===== src/rxfsp_pkg.sv =====
// constants and types for the rx forwarding and suspend pin register bank
package rxfsp_pkg;

   // ----------------------------------------------------------------
   // register indices and apb byte addresses
   // ----------------------------------------------------------------
   localparam logic [11:0] IDX_LATENCY   = 12'h046;
   localparam logic [11:0] IDX_THRESHOLD = 12'h047;
   localparam logic [11:0] IDX_DRIVER    = 12'h060;
   localparam logic [11:0] IDX_SUSP_LVL  = 12'h06a;
   localparam logic [11:0] IDX_SUSP_CFG  = 12'h06b;
   localparam logic [11:0] ADDR_LATENCY   = IDX_LATENCY << 2;
   localparam logic [11:0] ADDR_THRESHOLD = IDX_THRESHOLD << 2;
   localparam logic [11:0] ADDR_DRIVER    = IDX_DRIVER << 2;
   localparam logic [11:0] ADDR_SUSP_LVL  = IDX_SUSP_LVL << 2;
   localparam logic [11:0] ADDR_SUSP_CFG  = IDX_SUSP_CFG << 2;

   // ----------------------------------------------------------------
   // field positions and widths
   // ----------------------------------------------------------------
   localparam int          LAT_EN_POS   = 0;
   localparam int          DRV_SEL_POS  = 0;
   localparam int          OVERRIDE_POS = 15;
   localparam int          THRESH_W     = 10;
   localparam int          PIN_W        = 14;
   localparam int          BAUD_W       = 24;
   localparam int          LEN_W        = 7;
   localparam int          PIN_DSR      = 13;
   localparam int          PIN_DTR      = 12;
   localparam int          PIN_RI       = 11;
   localparam int          PIN_CD       = 10;
   localparam int          PIN_RECEIVE  = 7;
   localparam int          PIN_TRANSMIT = 6;
   localparam int          PIN_XCVR_DIR = 3;
   localparam int          PIN_CTS      = 2;
   localparam int          PIN_RTS      = 1;
   localparam int          PIN_CLK_OUT  = 0;
   localparam logic [15:0] PIN_MASK     = 16'h3ccf;

   // ----------------------------------------------------------------
   // reset values
   // ----------------------------------------------------------------
   localparam logic                LAT_RST    = 1'b0;
   localparam logic [THRESH_W-1:0] THRESH_RST = 10'h1c2;
   localparam logic                DRV_RST    = 1'b0;
   localparam logic [15:0]         LVL_RST    = 16'h0000;
   localparam logic [15:0]         CFG_RST    = 16'h0000;

   // ----------------------------------------------------------------
   // timing and packet figures
   // ----------------------------------------------------------------
   localparam int unsigned CLK_HZ        = 10_000_000;
   localparam int unsigned CLK_PERIOD_NS = 1_000_000_000 / CLK_HZ;
   localparam logic [24:0] CLK_HZ_W      = 25'(CLK_HZ);
   localparam logic [LEN_W-1:0]  MAX_PKT  = 7'h40;
   localparam logic [LEN_W-1:0]  CDC_PKT  = 7'h3f;
   localparam logic [BAUD_W-1:0] LOW_BAUD = 24'h00a000;
   localparam int          CHAR_TIMES    = 3;

   typedef enum logic [2:0] {
      FW_IDLE = 3'b001,
      FW_WAIT = 3'b010,
      FW_SEND = 3'b100
   } rxfsp_fwd_state_type;

endpackage


===== src/rxfsp_regs.sv =====
// apb register bank for rx forwarding, flow threshold and suspend pins
//
// Behaviour
// - without low latency, wait full packet or timeout
// - under class driver, packet limit is sixty-three
// - low latency forwards available data at once
// - class driver below 40960 baud sets latency
// - flow control asserts at fifo threshold count
// - flow threshold resets to 450
// - write-only driver select picks class or custom
// - override clear keeps pin outputs during suspend
// - override set drives configured suspend levels
// - one level bit per pin, reset zero
// - config bit per pin: active or open-drain
`timescale 1ns/1ps
`default_nettype none
module rxfsp_regs (
   // clock and reset
   input  wire logic                           clk,
   input  wire logic                           rst_n,
   // apb slave
   input  wire logic [11:0]                    paddr,
   input  wire logic                           psel,
   input  wire logic                           penable,
   input  wire logic                           pwrite,
   input  wire logic [31:0]                    pwdata,
   output logic [31:0]                         prdata,
   output logic                                pready,
   output logic                                pslverr,
   // receive path
   input  wire logic                           bulk_in_req,
   input  wire logic                           rx_byte_push,
   input  wire logic [rxfsp_pkg::THRESH_W-1:0] rx_fifo_count,
   input  wire logic [rxfsp_pkg::BAUD_W-1:0]   baud_rate,
   input  wire logic [3:0]                     char_bits,
   // forwarding and flow control
   output logic                                forward_go,
   output logic [rxfsp_pkg::LEN_W-1:0]         forward_len,
   output logic                                flow_ctrl_assert,
   output logic                                latency_active,
   output logic                                custom_driver,
   // suspend pin control
   input  wire logic                           usb_suspend,
   input  wire logic [rxfsp_pkg::PIN_W-1:0]    gpio_out,
   input  wire logic [rxfsp_pkg::PIN_W-1:0]    gpio_oe_n,
   output logic [rxfsp_pkg::PIN_W-1:0]         pin_out,
   output logic [rxfsp_pkg::PIN_W-1:0]         pin_oe_n
);
   import rxfsp_pkg::*;

   // ----------------------------------------------------------------
   // declarations
   // ----------------------------------------------------------------
   logic                rx_latency;
   logic [THRESH_W-1:0] rx_threshold;
   logic                drv_custom;
   logic [15:0]         susp_level;
   logic [15:0]         susp_config;
   logic                wr_en;
   logic                rd_setup;
   logic                mapped;
   logic [31:0]         next_prdata;
   logic                baud_low;
   logic [LEN_W-1:0]    pkt_size;
   logic                pkt_full;
   logic                timer_expired;
   logic                timer_run;
   logic                timer_restart;
   logic [PIN_W-1:0]    ovr_out;
   logic [PIN_W-1:0]    ovr_oe_n;
   logic [PIN_W-1:0]    pin_mask_w;
   logic                override_en;

   rxfsp_fwd_state_type state;
   rxfsp_fwd_state_type next_state;

   // ----------------------------------------------------------------
   // address decode
   // ----------------------------------------------------------------
   function automatic logic hit(input logic [11:0] a,
                                input logic [11:0] reg_addr);
      hit = (a == reg_addr);
   endfunction

   assign wr_en    = psel && penable && pwrite;
   assign rd_setup = psel && !penable && !pwrite;
   assign mapped   = hit(paddr, ADDR_LATENCY)   ||
                     hit(paddr, ADDR_THRESHOLD) ||
                     hit(paddr, ADDR_DRIVER)    ||
                     hit(paddr, ADDR_SUSP_LVL)  ||
                     hit(paddr, ADDR_SUSP_CFG);

   // zero wait states: every access completes in its access phase
   assign pready  = 1'b1;
   assign pslverr = psel && penable && !mapped;

   // ----------------------------------------------------------------
   // latency control
   // ----------------------------------------------------------------
   assign baud_low = baud_rate < LOW_BAUD;

   always_ff @(posedge clk or negedge rst_n) begin
      if (!rst_n) begin
         rx_latency <= LAT_RST;
      end else if (!drv_custom && baud_low) begin
         // auto set wins over a software clear in the same cycle
         rx_latency <= 1'b1;
      end else if (wr_en && hit(paddr, ADDR_LATENCY)) begin
         rx_latency <= pwdata[LAT_EN_POS];
      end
   end

   // ----------------------------------------------------------------
   // flow threshold
   // ----------------------------------------------------------------
   always_ff @(posedge clk or negedge rst_n) begin
      if (!rst_n) begin
         rx_threshold <= THRESH_RST;
      end else if (wr_en && hit(paddr, ADDR_THRESHOLD)) begin
         rx_threshold <= pwdata[THRESH_W-1:0];
      end
   end

   always_ff @(posedge clk or negedge rst_n) begin
      if (!rst_n) begin
         flow_ctrl_assert <= 1'b0;
      end else begin
         flow_ctrl_assert <= rx_fifo_count >= rx_threshold;
      end
   end

   // ----------------------------------------------------------------
   // driver select
   // ----------------------------------------------------------------
   // a custom host driver must set this before class requests
   always_ff @(posedge clk or negedge rst_n) begin
      if (!rst_n) begin
         drv_custom <= DRV_RST;
      end else if (wr_en && hit(paddr, ADDR_DRIVER)) begin
         drv_custom <= pwdata[DRV_SEL_POS];
      end
   end

   // ----------------------------------------------------------------
   // suspend level and config
   // ----------------------------------------------------------------
   // reserved positions are masked off so they always read zero
   always_ff @(posedge clk or negedge rst_n) begin
      if (!rst_n) begin
         susp_level <= LVL_RST;
      end else if (wr_en && hit(paddr, ADDR_SUSP_LVL)) begin
         susp_level <= pwdata[15:0] & PIN_MASK;
      end
   end

   always_ff @(posedge clk or negedge rst_n) begin
      if (!rst_n) begin
         susp_config <= CFG_RST;
      end else if (wr_en && hit(paddr, ADDR_SUSP_CFG)) begin
         susp_config <= pwdata[15:0] & (PIN_MASK | 16'h8000);
      end
   end

   // ----------------------------------------------------------------
   // read data
   // ----------------------------------------------------------------
   always_comb begin
      next_prdata = 32'h00000000;
      if (hit(paddr, ADDR_LATENCY)) begin
         next_prdata[LAT_EN_POS] = rx_latency;
      end else if (hit(paddr, ADDR_THRESHOLD)) begin
         next_prdata[THRESH_W-1:0] = rx_threshold;
      end else if (hit(paddr, ADDR_SUSP_LVL)) begin
         next_prdata[15:0] = susp_level;
      end else if (hit(paddr, ADDR_SUSP_CFG)) begin
         next_prdata[15:0] = susp_config;
      end
   end

   // write-only driver select and unmapped addresses read zero
   always_ff @(posedge clk or negedge rst_n) begin
      if (!rst_n) begin
         prdata <= 32'h00000000;
      end else if (rd_setup) begin
         prdata <= next_prdata;
      end
   end

   // ----------------------------------------------------------------
   // bulk-in forwarding
   // ----------------------------------------------------------------
   assign latency_active = rx_latency;
   assign custom_driver  = drv_custom;
   assign pkt_size       = drv_custom ? MAX_PKT : CDC_PKT;
   assign pkt_full       = rx_fifo_count >= {3'b000, pkt_size};

   // the timeout only counts while bytes sit waiting
   assign timer_run     = (state == FW_WAIT) && (rx_fifo_count != 10'h000);
   assign timer_restart = rx_byte_push || (state != FW_WAIT);

   rxfsp_char_timer u_char_timer (
      .clk       (clk),
      .rst_n     (rst_n),
      .restart   (timer_restart),
      .run       (timer_run),
      .baud_rate (baud_rate),
      .char_bits (char_bits),
      .expired   (timer_expired)
   );

   always_comb begin
      next_state = state;
      case (state)
         FW_IDLE: begin
            if (bulk_in_req) begin
               if (rx_latency) begin
                  next_state = FW_SEND;
               end else begin
                  next_state = FW_WAIT;
               end
            end
         end
         FW_WAIT: begin
            if (rx_latency || pkt_full || timer_expired) begin
               next_state = FW_SEND;
            end
         end
         FW_SEND: begin
            next_state = FW_IDLE;
         end
         default: begin
            next_state = FW_IDLE;
         end
      endcase
   end

   always_ff @(posedge clk or negedge rst_n) begin
      if (!rst_n) begin
         state <= FW_IDLE;
      end else begin
         state <= next_state;
      end
   end

   // release is capped at one packet; the rest waits for the next request
   always_ff @(posedge clk or negedge rst_n) begin
      if (!rst_n) begin
         forward_go  <= 1'b0;
         forward_len <= 7'h00;
      end else begin
         forward_go <= (state == FW_SEND);
         if (state == FW_SEND) begin
            if (pkt_full) begin
               forward_len <= pkt_size;
            end else begin
               forward_len <= rx_fifo_count[LEN_W-1:0];
            end
         end
      end
   end

   // ----------------------------------------------------------------
   // suspend pin override
   // ----------------------------------------------------------------
   assign override_en = susp_config[OVERRIDE_POS];
   assign pin_mask_w  = PIN_MASK[PIN_W-1:0];

   // open drain pulls low for a zero and floats for a one
   generate
      for (genvar i = 0; i < PIN_W; i++) begin : g_pin
         always_comb begin
            if (susp_config[i]) begin
               ovr_out[i]  = 1'b0;
               ovr_oe_n[i] = susp_level[i];
            end else begin
               ovr_out[i]  = susp_level[i];
               ovr_oe_n[i] = 1'b0;
            end
         end
      end
   endgenerate

   // outputs stay registered so a suspended pin keeps its value unless the override drives it
   always_ff @(posedge clk or negedge rst_n) begin
      if (!rst_n) begin
         pin_out  <= '0;
         pin_oe_n <= '1;
      end else if (!usb_suspend) begin
         pin_out  <= gpio_out;
         pin_oe_n <= gpio_oe_n;
      end else if (override_en) begin
         pin_out  <= (pin_out & ~pin_mask_w) | (ovr_out & pin_mask_w);
         pin_oe_n <= (pin_oe_n & ~pin_mask_w) | (ovr_oe_n & pin_mask_w);
      end else begin
         pin_out  <= pin_out;
         pin_oe_n <= pin_oe_n;
      end
   end

endmodule
`default_nettype wire


===== src/rxfsp_char_timer.sv =====
// character-time timeout counter for held receive data
`timescale 1ns/1ps
`default_nettype none
module rxfsp_char_timer (
   // clock and reset
   input  wire logic                         clk,
   input  wire logic                         rst_n,
   // control
   input  wire logic                         restart,
   input  wire logic                         run,
   // frame timing
   input  wire logic [rxfsp_pkg::BAUD_W-1:0] baud_rate,
   input  wire logic [3:0]                   char_bits,
   // status
   output logic                              expired
);
   import rxfsp_pkg::*;

   logic [24:0] acc;
   logic [24:0] sum;
   logic [5:0]  bit_cnt;
   logic [5:0]  limit;

   // ----------------------------------------------------------------
   // fractional bit-time tick
   // ----------------------------------------------------------------
   // baud above the core clock saturates at one bit per cycle
   assign sum   = acc + {1'b0, baud_rate};
   assign limit = 6'(CHAR_TIMES) * {2'b00, char_bits};

   always_ff @(posedge clk or negedge rst_n) begin
      if (!rst_n) begin
         acc <= 25'h0000000;
      end else if (restart || !run) begin
         acc <= 25'h0000000;
      end else if (sum >= CLK_HZ_W) begin
         acc <= sum - CLK_HZ_W;
      end else begin
         acc <= sum;
      end
   end

   // each new byte starts the wait over
   always_ff @(posedge clk or negedge rst_n) begin
      if (!rst_n) begin
         bit_cnt <= 6'h00;
      end else if (restart) begin
         bit_cnt <= 6'h00;
      end else if (run && sum >= CLK_HZ_W && bit_cnt < limit) begin
         bit_cnt <= bit_cnt + 6'h01;
      end
   end

   assign expired = run && (bit_cnt >= limit);

endmodule
`default_nettype wire


===== config.mk =====
export PLATFORM = sky130hd
export DESIGN_NAME = rxfsp_regs
export DESIGN_NICKNAME = d
export VERILOG_FILES = /design/src/rxfsp_pkg.sv /design/src/rxfsp_regs.sv /design/src/rxfsp_char_timer.sv
export SDC_FILE = /design/constraint.sdc
export NUM_CORES = 1
export LEC_CHECK = 0
export BUFFER_PORTS_ARGS = -buffer_cell sky130_fd_sc_hd__clkbuf_2
export CORE_UTILIZATION = 51
export DETAILED_ROUTE_END_ITERATION = 12
export GPL_ROUTABILITY_DRIVEN = 1
export PLACE_DENSITY = 0.77
export SETUP_SLACK_MARGIN = 0.05
export SLEW_MARGIN = 25
export SYNTH_ARGS = -nofsm -noshare
export SYNTH_HDL_FRONTEND = slang
export SYNTH_SLANG_ARGS = --single-unit

===== constraint.sdc =====
create_clock -name clk -period 8.6 [get_ports clk]
set_input_delay 0.43 -clock clk [delete_from_list [all_inputs] [get_ports clk]]
set_output_delay 0.43 -clock clk [all_outputs]
set_load 0.02 [all_outputs]

==> out/results.tsv, run 1 <==
metric	value	unit
status	complete, no violations	
setup-tns-final	0	ns
cts_made_buffers	17	
seq_area	3000	um^2
rows	45	
fin_worst_skew	0.0109	ns
cts_tree	built	
synth-async-reset-ratio	1.00	
overflow	0	
worstPathCellList	ha_1 > fa_1 > a211oi_2 > o211a_1 > o21ai_0 > nand2_1 > inv_1 > ha_1 > nor3_1 > o21ai_0 > a21oi_2 > nand4bb_1 > a21boi_1 > mux2i_1	
insertion_delay	0.41	ns
hpwl	13800	um
route.detailed.drc	0	
critical_path.max_stage_delay	0.76	ns
p_clk_frac	0.415	
final-hold-violation-count	0	
synthFlopType	dfrtp_1	
placedCellCount	1136	
fmax	220	MHz
syn_area_per_cell	9.52	um^2
yosys.area.top_type	dfrtp_1	
final_cell_area	9300	um^2
ant_nets	0	
ys_types	81	
grt_first_pass_wirelength	30600	um
cts_sinks	119	
nFillCells	1313	
area_delta_synth_final	17.8	%
period_needed	4.54	ns
ctsHoldBuffers	0	
dr.pass1.iters	4	
slew_viol_final	0	
synthCells	829	
start_util	0.521	
maxCapViolations	0	
clockBufferDepth	2	
core_area	15100	um^2
die_area	16000	um^2
cts_max_level	4	
powerDensity	189	nW/um^2
p_switching	0.533	mW
die_h	126	um
max_slew_margin	0.290	
internal_power	1.22	mW
tightest_slew	1.06	ns
startpoint_type	flip-flop	
wirelength	18900	um
synth_edf_count	0	
vias	6666	
drtIter0Drc	359	
antenna_found_initial	0	
post_cts_buffers	0	
cts.clk_slew.worst_paths	0.06	ns
finalCritPeriodShare	0.528	
antenna_cells	0	
dp_slack	4.01	ns
grt_util_met2	0.397	
gp_congestion	0.855	
crit_required	8.92	ns
seqPwrFrac	0.359	
grt_max_degree	80	
fin_nets	1141	
rsz0062_at_grt	false	
crit_arrival	4.86	ns
hp-class	in2async	
fp.dieW	126	um
ctsResizeCount	0	
multi_input_area	4510	um^2
cts-root-buf	clkbuf_16	
setup_violations	0	
yosys.area.top_type_share	0.317	
crit_type	reg2reg	
setup_ws	4.06	ns
ios	191	
grt.met3_usage	0.0506	
cp-end-kind	flip-flop	
ys_top_cells_by_area	dfrtp_1 32%, ha_1 8.6%, dfstp_2 6.3%	
use_met1	0.326	
post-synth-top-count-cell	dfrtp_1	
drt-wirelength-per-cell	16.2	um
grt_pass1_vias	6178	
placed_area	8680	um^2
path_max_fanout	19	
grt_usage	0.243	
leakagePower	4.45	nW
sw_frac_of_total	0.304	
final_cells	1168	
synth.ff_latch_count	119	
synth-seq-area-share	0.380	
r2r_cells	14	
ys_warn_count	0	
drive_gt1_frac	0.283	
syn-cell-area	7890	um^2
final_util	0.614	
ys_top_cells_by_count	100 x dfrtp_1, 93 x nand2_1, 54 x ha_1	
ir_drop	154	uV
critical-path-slowest-cell	nand4bb_1	
gr-max-usage-layer	met2	
numPortBuffers	155	
pwr-share-comb	0.227	
viasPerCell	5.71	
-- power groups by stage --
stage                     registers [mW]  logic (mW)  clock network (mW)
after floorplan                    0.669       0.253                   0
after global placement             0.636       0.386                   0
after detailed placement           0.638       0.393                   0
after CTS                          0.629       0.396               0.740
after global routing               0.632       0.440               0.771
final                              0.629       0.398               0.728
-- layout by cell type (no fill, tap or decap), types with 25 or more instances in the layout --
cell type | Yosys | final
o21ai_0 | 40 | 40
nand2b_1 | 25 | 25
inv_1 | 37 | 37
a21oi_1 | 40 | 40
clkbuf_2 | 0 | 154
nor2_1 | 45 | 45
nand2_1 | 93 | 93
dfrtp_1 | 100 | 99
ha_1 | 54 | 54
mux2_2 | 40 | 40
-- layout make-up --
cell class,count,share of cell area
Multi-Input combinational cell,635,0.485
Sequential cell,119,0.323
Timing Repair Buffer,157,0.0857
Clock buffer,18,0.0472
Tap cell,188,0.0253
Clock inverter,14,0.0187
Inverter,37,0.0149
-- sequential cells by signal, indices dropped and copies added (netlist names), 3 cells and up --
register / count
forward_len: 7
pin_out: 14
pin_oe_n: 14
prdata: 15
susp_level: 10
rx_threshold: 10
state: 3
u_char_timer.acc: 25
u_char_timer.bit_cnt: 6
susp_config: 11
-- critical path: cells and delay by family (launching register included) --
kind	cells	cell delay, ns
AOI/OAI and AO/OA	6	1.71
and+or+nand+nor	3	1.20
adders and majority gates	3	0.86
DFF	1	0.36
muxes	1	0.24
buffers and inverters	1	0.07
-- metrics by stage --
step | hold WS, ns | power [mW]
4_1_cts | 0.0144 | 1.76
6_report | 0.0178 | 1.75
2_1_floorplan | 0.134 | 0.922
3_3_place_gp | 0.446 | 1.02
3_5_place_dp | 0.450 | 1.03
5_1_grt | 0.0399 | 1.84
-- worst paths after layout --
check	start	endpoint	slack, ns
max in group asynchronous	rst_n	susp_config[15]	7.45
worst min register to register	prdata[10]	prdata[10]	0.47
worst max register to register	u_char_timer.acc[0]	u_char_timer.bit_cnt[0]	4.06
worst min-delay path	rst_n	forward_len[2]	0.02
min in group clk	gpio_oe_n[12]	pin_oe_n[12]	0.22
worst max-delay path	u_char_timer.acc[0]	u_char_timer.bit_cnt[0]	4.06
-- cell families after synthesis --
kind of cell | Yosys count | share of synthesized area
AND/OR/NAND/NOR | 257 | 0.162
AO/OA/AOI/OAI | 217 | 0.194
flip-flops | 119 | 0.380
buffers and inverters | 91 | 0.0566
multiplexers | 64 | 0.0875
adder cells (fa/ha/maj) | 56 | 0.0907
XOR/XNOR | 23 | 0.0284
other | 2 | 0.000952
-- routing by layer --
metal	wire, um	vias up
li1	-	3255
met1	8890	3223
met2	8960	167
met3	756	21
met4	276	0
met5	0	-
Power figures use the tool's default switching activity.
==> inputs of run 2 (changes only) <==
- ABC_AREA: default -> 1
- CORE_UTILIZATION: 51 -> 50
- clock period: 8.6 -> 4.05 ns (I/O delays scaled with it)
==> run 2 against run 1 <==
  * Clock-buffer cell count is 3 higher
  * Worst hold slack got worse by 0.0090 ns
  * Global-route usage grew 2.9 points
  * Sequential power grew 120%
  * Via count up 28%
  * Sequential share of layout area decreased by 3.0 points
  * Final cell count rose by 40%
  * Non-clock buffer count rose by 17
  * Synthesized area increased by 8.8%
  * Clock skew shrank 0.0049 ns
  * Highest routed layer unchanged
==> out/results.tsv, run 2 <==
metric	value	unit
ys_types	44	
placedCellCount	1592	
hp-class	in2reg	
antenna_found_initial	1	
overflow	0	
worstPathCellList	ha_1 > fa_1 > nand2_1 > nand2_1 > nand3_1 > nand3_1 > nand2_1 > inv_1 > ha_1 > inv_1 > nand4_1 > nor2_1 > o21ai_2 > nand2_4 > nand2_2 > nand3_1 > nand2_1	
finalCritPeriodShare	0.793	
dr.pass1.iters	4	
seqPwrFrac	0.336	
cp-end-kind	flip-flop	
final-hold-violation-count	0	
ctsResizeCount	0	
syn-cell-area	8590	um^2
cts_max_level	4	
ios	191	
synth.ff_latch_count	119	
viasPerCell	5.20	
crit_type	reg2reg	
cts_sinks	119	
gp_congestion	0.919	
vias	8505	
die_area	17700	um^2
critical_path.max_stage_delay	0.44	ns
rsz0062_at_grt	false	
grt_usage	0.272	
tightest_slew	0.798	ns
wirelength	22700	um
synth_edf_count	0	
rows	47	
fin_worst_skew	0.00601	ns
cp_common_cell	nand2_1	
grt_first_pass_wirelength	38000	um
final_cell_mix	414 x nand2_1, 173 x inv_1, 154 x clkbuf_2	
ys_top_cells_by_area	dfrtp_1 29%, nand2_1 18%, ha_1 7.9%	
yosys.area.top_type	dfrtp_1	
leakagePower	5.59	nW
start_util	0.514	
syn_area_per_cell	6.95	um^2
grt_pass1_vias	8063	
p_clk_frac	0.385	
insertion_delay	0.42	ns
sw_frac_of_total	0.339	
slew_viol_final	0	
core_area	16700	um^2
synthFlopType	dfrtp_1	
synth-seq-area-share	0.350	
antenna_cells	0	
fp.dieW	133	um
setup_violations	0	
largest_reg_flops	25	
path_max_fanout	39	
synth-async-reset-ratio	1.00	
final_cells	1637	
mostFrequentLayoutCell	nand2_1	
drt-wirelength-per-cell	13.9	um
cts_tree	built	
hpwl	17700	um
critical-path-slowest-cell	fa_1	
grt_max_degree	81	
numPortBuffers	155	
yosys.area.top_type_share	0.291	
ir_drop	245	uV
cts-root-buf	clkbuf_16	
ant_nets	0	
crit_arrival	3.52	ns
startpoint_type	flip-flop	
period_needed	3.21	ns
maxCapViolations	0	
cts_made_buffers	17	
max_slew_margin	0.466	
p_switching	1.37	mW
status	complete, no violations	
fmax	311	MHz
drive_gt1_frac	0.190	
route.detailed.drc	0	
regMostFlops	u_char_timer.acc	
crit_required	4.35	ns
fin_nets	1578	
powerDensity	395	nW/um^2
synthCells	1236	
ys_top_cells_by_count	414 x nand2_1, 173 x inv_1, 104 x nor2_1	
area_delta_synth_final	19.4	%
cts.clk_slew.worst_paths	0.05	ns
clockBufferDepth	2	
setup-tns-final	0	ns
drtIter0Drc	476	
top_regs	u_char_timer.acc: 25 flops, prdata: 15 flops	
die_h	133	um
internal_power	2.67	mW
ys_warn_count	0	
pwr-share-comb	0.279	
post-synth-top-count-cell	nand2_1	
## run 2: through the flow
step	area [um^2]	util	hold slack, ns	worst slack [ns]	total power, mW
after floorplan	8650	-	-0.0931	1.36	2.18
after global placement	9500	0.569	0.382	0.925	2.46
after detailed placement	9500	0.569	0.394	0.860	2.49
after CTS	10300	0.614	0.00106	0.840	4.07
after global routing	10300	0.614	0.00576	0.516	4.28
final	10300	0.614	0.00876	0.839	4.05
## run 2: cell type report
type / instances / area, um^2
clock buffers: 21 / 470
clock inverters: 11 / 148
fillers: 1512 / 6450
inverters: 178 / 668
multi-input cells: 914 / 4730
flip-flops and latches: 119 / 3000
well taps: 220 / 275
repair buffers: 174 / 957
## run 2: metal layers
| layer | vias up | GRT usage | wire length (um) |
|---|---|---|---|
| met5 | - | 0 | 0 |
| met4 | 0 | 0.105 | 624 |
| met3 | 45 | 0.0602 | 1440 |
| met2 | 278 | 0.466 | 11400 |
| met1 | 3913 | 0.333 | 9270 |
| li1 | 4269 | - | - |
## run 2: kinds of logic (layout without fill, tap and decap cells)
kind of cell | Yosys count | in the layout | share of synthesized area
compound gates | 129 | 129 | 0.0900
xor+xnor | 13 | 13 | 0.0133
fa+ha+maj | 56 | 56 | 0.0833
buf+inv | 219 | 384 | 0.106
flops | 119 | 119 | 0.350
mux | 5 | 5 | 0.00656
other cells | 2 | 18 | 0.000874
simple gates | 693 | 693 | 0.350
## run 2: power groups by stage
stage                     Sequential, mW  Combinational (mW)  Clock, mW
final                               1.36                1.13       1.56
after detailed placement            1.38                1.11          0
after global placement              1.38                1.08          0
after floorplan                     1.43               0.757          0
after CTS                           1.36                1.12       1.58
after global routing                1.37                1.27       1.64
## run 2: what timing repair did
action | in CTS | in global routing
hold buffers | 13 | 0
setup buffers | 0 | 0
endpoints found under the hold margin | 66 | 0
## run 2: final timing paths
path	startpoint	end	slack (ns)	depth (start not counted)
hold / removal	gpio_oe_n[6]	pin_oe_n[6]	0.009	3
max in group asynchronous	rst_n	rx_threshold[7]	2.82	3
min in group asynchronous	rst_n	prdata[10]	0.37	2
hold reg to reg	pin_oe_n[8]	pin_oe_n[8]	0.46	2
setup reg to reg	u_char_timer.acc[0]	u_char_timer.bit_cnt[2]	0.84	17
setup / recovery	u_char_timer.acc[0]	u_char_timer.bit_cnt[2]	0.84	17
## run 2: critical path, delay by kind of cell (launching register included)
kind                     cells  cell delay (ns)
AND/OR/NAND/NOR             11             1.51
adder cells (fa/ha/maj)      3             0.86
flip-flops                   1             0.36
AO/OA/AOI/OAI                1             0.13
buffers and inverters        2             0.22
==> inputs of run 3 (changes only) <==
- clock period: 4.05 -> 2.65 ns (I/O delays scaled with it)
==> run 3 against run 2 <==
  * Power up 72%
  * Maximum frequency up 14%
  * Highest routed layer unchanged
  * Die area unchanged
  * Flip-flop and latch count unchanged
  * Via count up 10%
  * Sequential share of layout area down 4.5 points
  * Global-route usage up 3.2 points
  * Combinational power up 130%
  * Clock power up 45%
  * Final cell count up 7.5%
  * The run now ends with setup timing left
  * Non-clock buffer count up 123
==> out/results.tsv, run 3 (synthesized netlist as in run 2, its figures left out) <==
metric	value	unit
status	finished, violations left	
violations	setup timing	
powerDensity	575	nW/um^2
critical_path.endpoint	u_char_timer.acc[17]	
multi_input_area	5570	um^2
setup_violations	24	
grt_pass1_vias	9314	
fin_worst_skew	0.00967	ns
largest_reg_flops	25	
viasPerCell	5.32	
path_max_fanout	5	
antenna_cells	0	
gp_congestion	0.948	
startpoint	u_char_timer.acc[6]	
dr.pass1.iters	5	
cts-root-buf	clkbuf_16	
ir_drop	409	uV
ios	191	
startpoint_type	flip-flop	
seq_area	3000	um^2
crit_arrival	3.13	ns
hp-class	in2reg	
fp.dieW	133	um
rows	47	
top_regs	u_char_timer.acc: 25 flops, prdata: 15 flops	
grt_usage	0.304	
wirelength	27300	um
slew_viol_final	0	
setup-tns-final	-2.99	ns
rsz0062_at_grt	true	
fmax	354	MHz
cts_max_level	4	
final-hold-violation-count	0	
tightest_slew	0.764	ns
die_area	17700	um^2
grt_max_degree	51	
period_needed	2.83	ns
regMostFlops	u_char_timer.acc	
core_area	16700	um^2
ant_nets	0	
vias	9367	
drive_gt1_frac	0.332	
reg2reg_slack	-0.18	ns
drtIter0Drc	581	
r2r_end	u_char_timer.acc[17]	
cts_tree	built	
final_cell_mix	363 x nand2_1, 169 x inv_1, 154 x clkbuf_2	
grt.met3_usage	0.0559	
grt_first_pass_wirelength	42700	um
leakagePower	6.37	nW
cts.clk_slew.worst_paths	0.06	ns
r2r_cells	20	
area_delta_synth_final	41.2	%
maxCapViolations	0	
setup_ws	-0.177	ns
mostFrequentLayoutCell	nand2_1	
die_h	133	um
holdWs	0.00951	ns
cts_made_buffers	17	
antenna_found_initial	0	
use_met1	0.345	
cp-end-kind	flip-flop	
start_util	0.514	
crit_required	2.96	ns
route.detailed.drc	0	
gr-max-usage-layer	met2	
p_total	6.97	mW
drt-wirelength-per-cell	15.5	um
max_slew_margin	0.489	
fin_nets	1701	
crit_type	reg2reg	
numPortBuffers	155	
cts_sinks	119	
overflow	0	
finalCritPeriodShare	1.07	
nFillCells	1210	
insertion_delay	0.41	ns
r2r-start	u_char_timer.acc[6]	
clockBufferDepth	2	
grt_util_met2	0.548	
hpwl	18500	um
[run 3: changes by cell type in the layout (fill, tap and decap cells not counted), sizes merged]
| cell | delta |
|---|---|
| inv | +1 |
| clkinv | +1 |
| bufinv | -1 |
| buf | +95 |
| dlygate4sd3 | +27 |
[run 3: area by class of cell]
cell class | instances | area share
well taps | 220 | 0.0227
multi-input cells | 914 | 0.459
clock inverters | 12 | 0.0105
inverters | 178 | 0.0555
repair buffers | 297 | 0.168
flip-flops and latches | 119 | 0.247
clock buffers | 20 | 0.0368
[run 3: worst max-delay path, cell delays in order (launching register included)]
cell and delay [ns]:
dfrtp_1 0.40, ha_4 0.26, nand2_1 0.08, nand2_1 0.10
a21oi_1 0.20, nand2_2 0.10, buf_4 0.15, nand2_1 0.12
nand4_1 0.16, nand2_4 0.14, nand2_2 0.06, nor2_2 0.11
nand2_2 0.09, nor2_4 0.14, nor2_4 0.06, nand2_4 0.12
buf_12 0.12, buf_12 0.12, nand3_2 0.06, nand2_1 0.07
nor2_1 0.05
[run 3: power breakdown]
| part | leakage, nW | switching, mW | internal (mW) |
|---|---|---|---|
| Sequential | 1.55 | 0.0957 | 1.98 |
| Clock | 0.272 | 0.858 | 1.40 |
| Combinational | 4.55 | 1.53 | 1.11 |
| Total | 6.37 | 2.48 | 4.49 |
[run 3: through the flow]
stage,instance area (um^2),instances,setup slack (ns),utilization
2_1_floorplan,8650,1252,0.0561,-
3_3_place_gp,10100,1669,-0.0391,0.606
3_5_place_dp,10100,1669,-0.115,0.606
4_1_cts,11700,1750,-0.0320,0.700
5_1_grt,12100,1760,-0.293,0.726
6_report,12100,1760,-0.177,0.726
[run 3: worst min path at each step]
| stage | start | slack [ns] | end | depth (start not counted) |
|---|---|---|---|---|
| after floorplan | rst_n | -0.16 | custom_driver | 0 |
| after global placement | rst_n | 0.18 | prdata[13] | 1 |
| after detailed placement | rst_n | 0.19 | prdata[13] | 1 |
| after CTS | rx_fifo_count[0] | 0.002 | forward_len[0] | 3 |
| after global routing | bulk_in_req | 0.02 | state[1] | 3 |
| final | rx_fifo_count[0] | 0.01 | forward_len[0] | 3 |
[run 3: layer usage]
layer  routed length, um  vias to the layer above
met5                   0                        -
met3                1690                       83
li1                    -                     4516
met1               10800                     4360
met2               13900                      408
met4                 894                        0
[run 3: timing repair]
item | in CTS | in global routing
hold buffers | 40 | 0
pin swaps | 13 | 35
gates cloned | 1 | 1
endpoints found under the hold margin | 79 | 0
setup buffers | 9 | 10
setup endpoints to repair | 24 | 25
resized for setup | 94 | 95
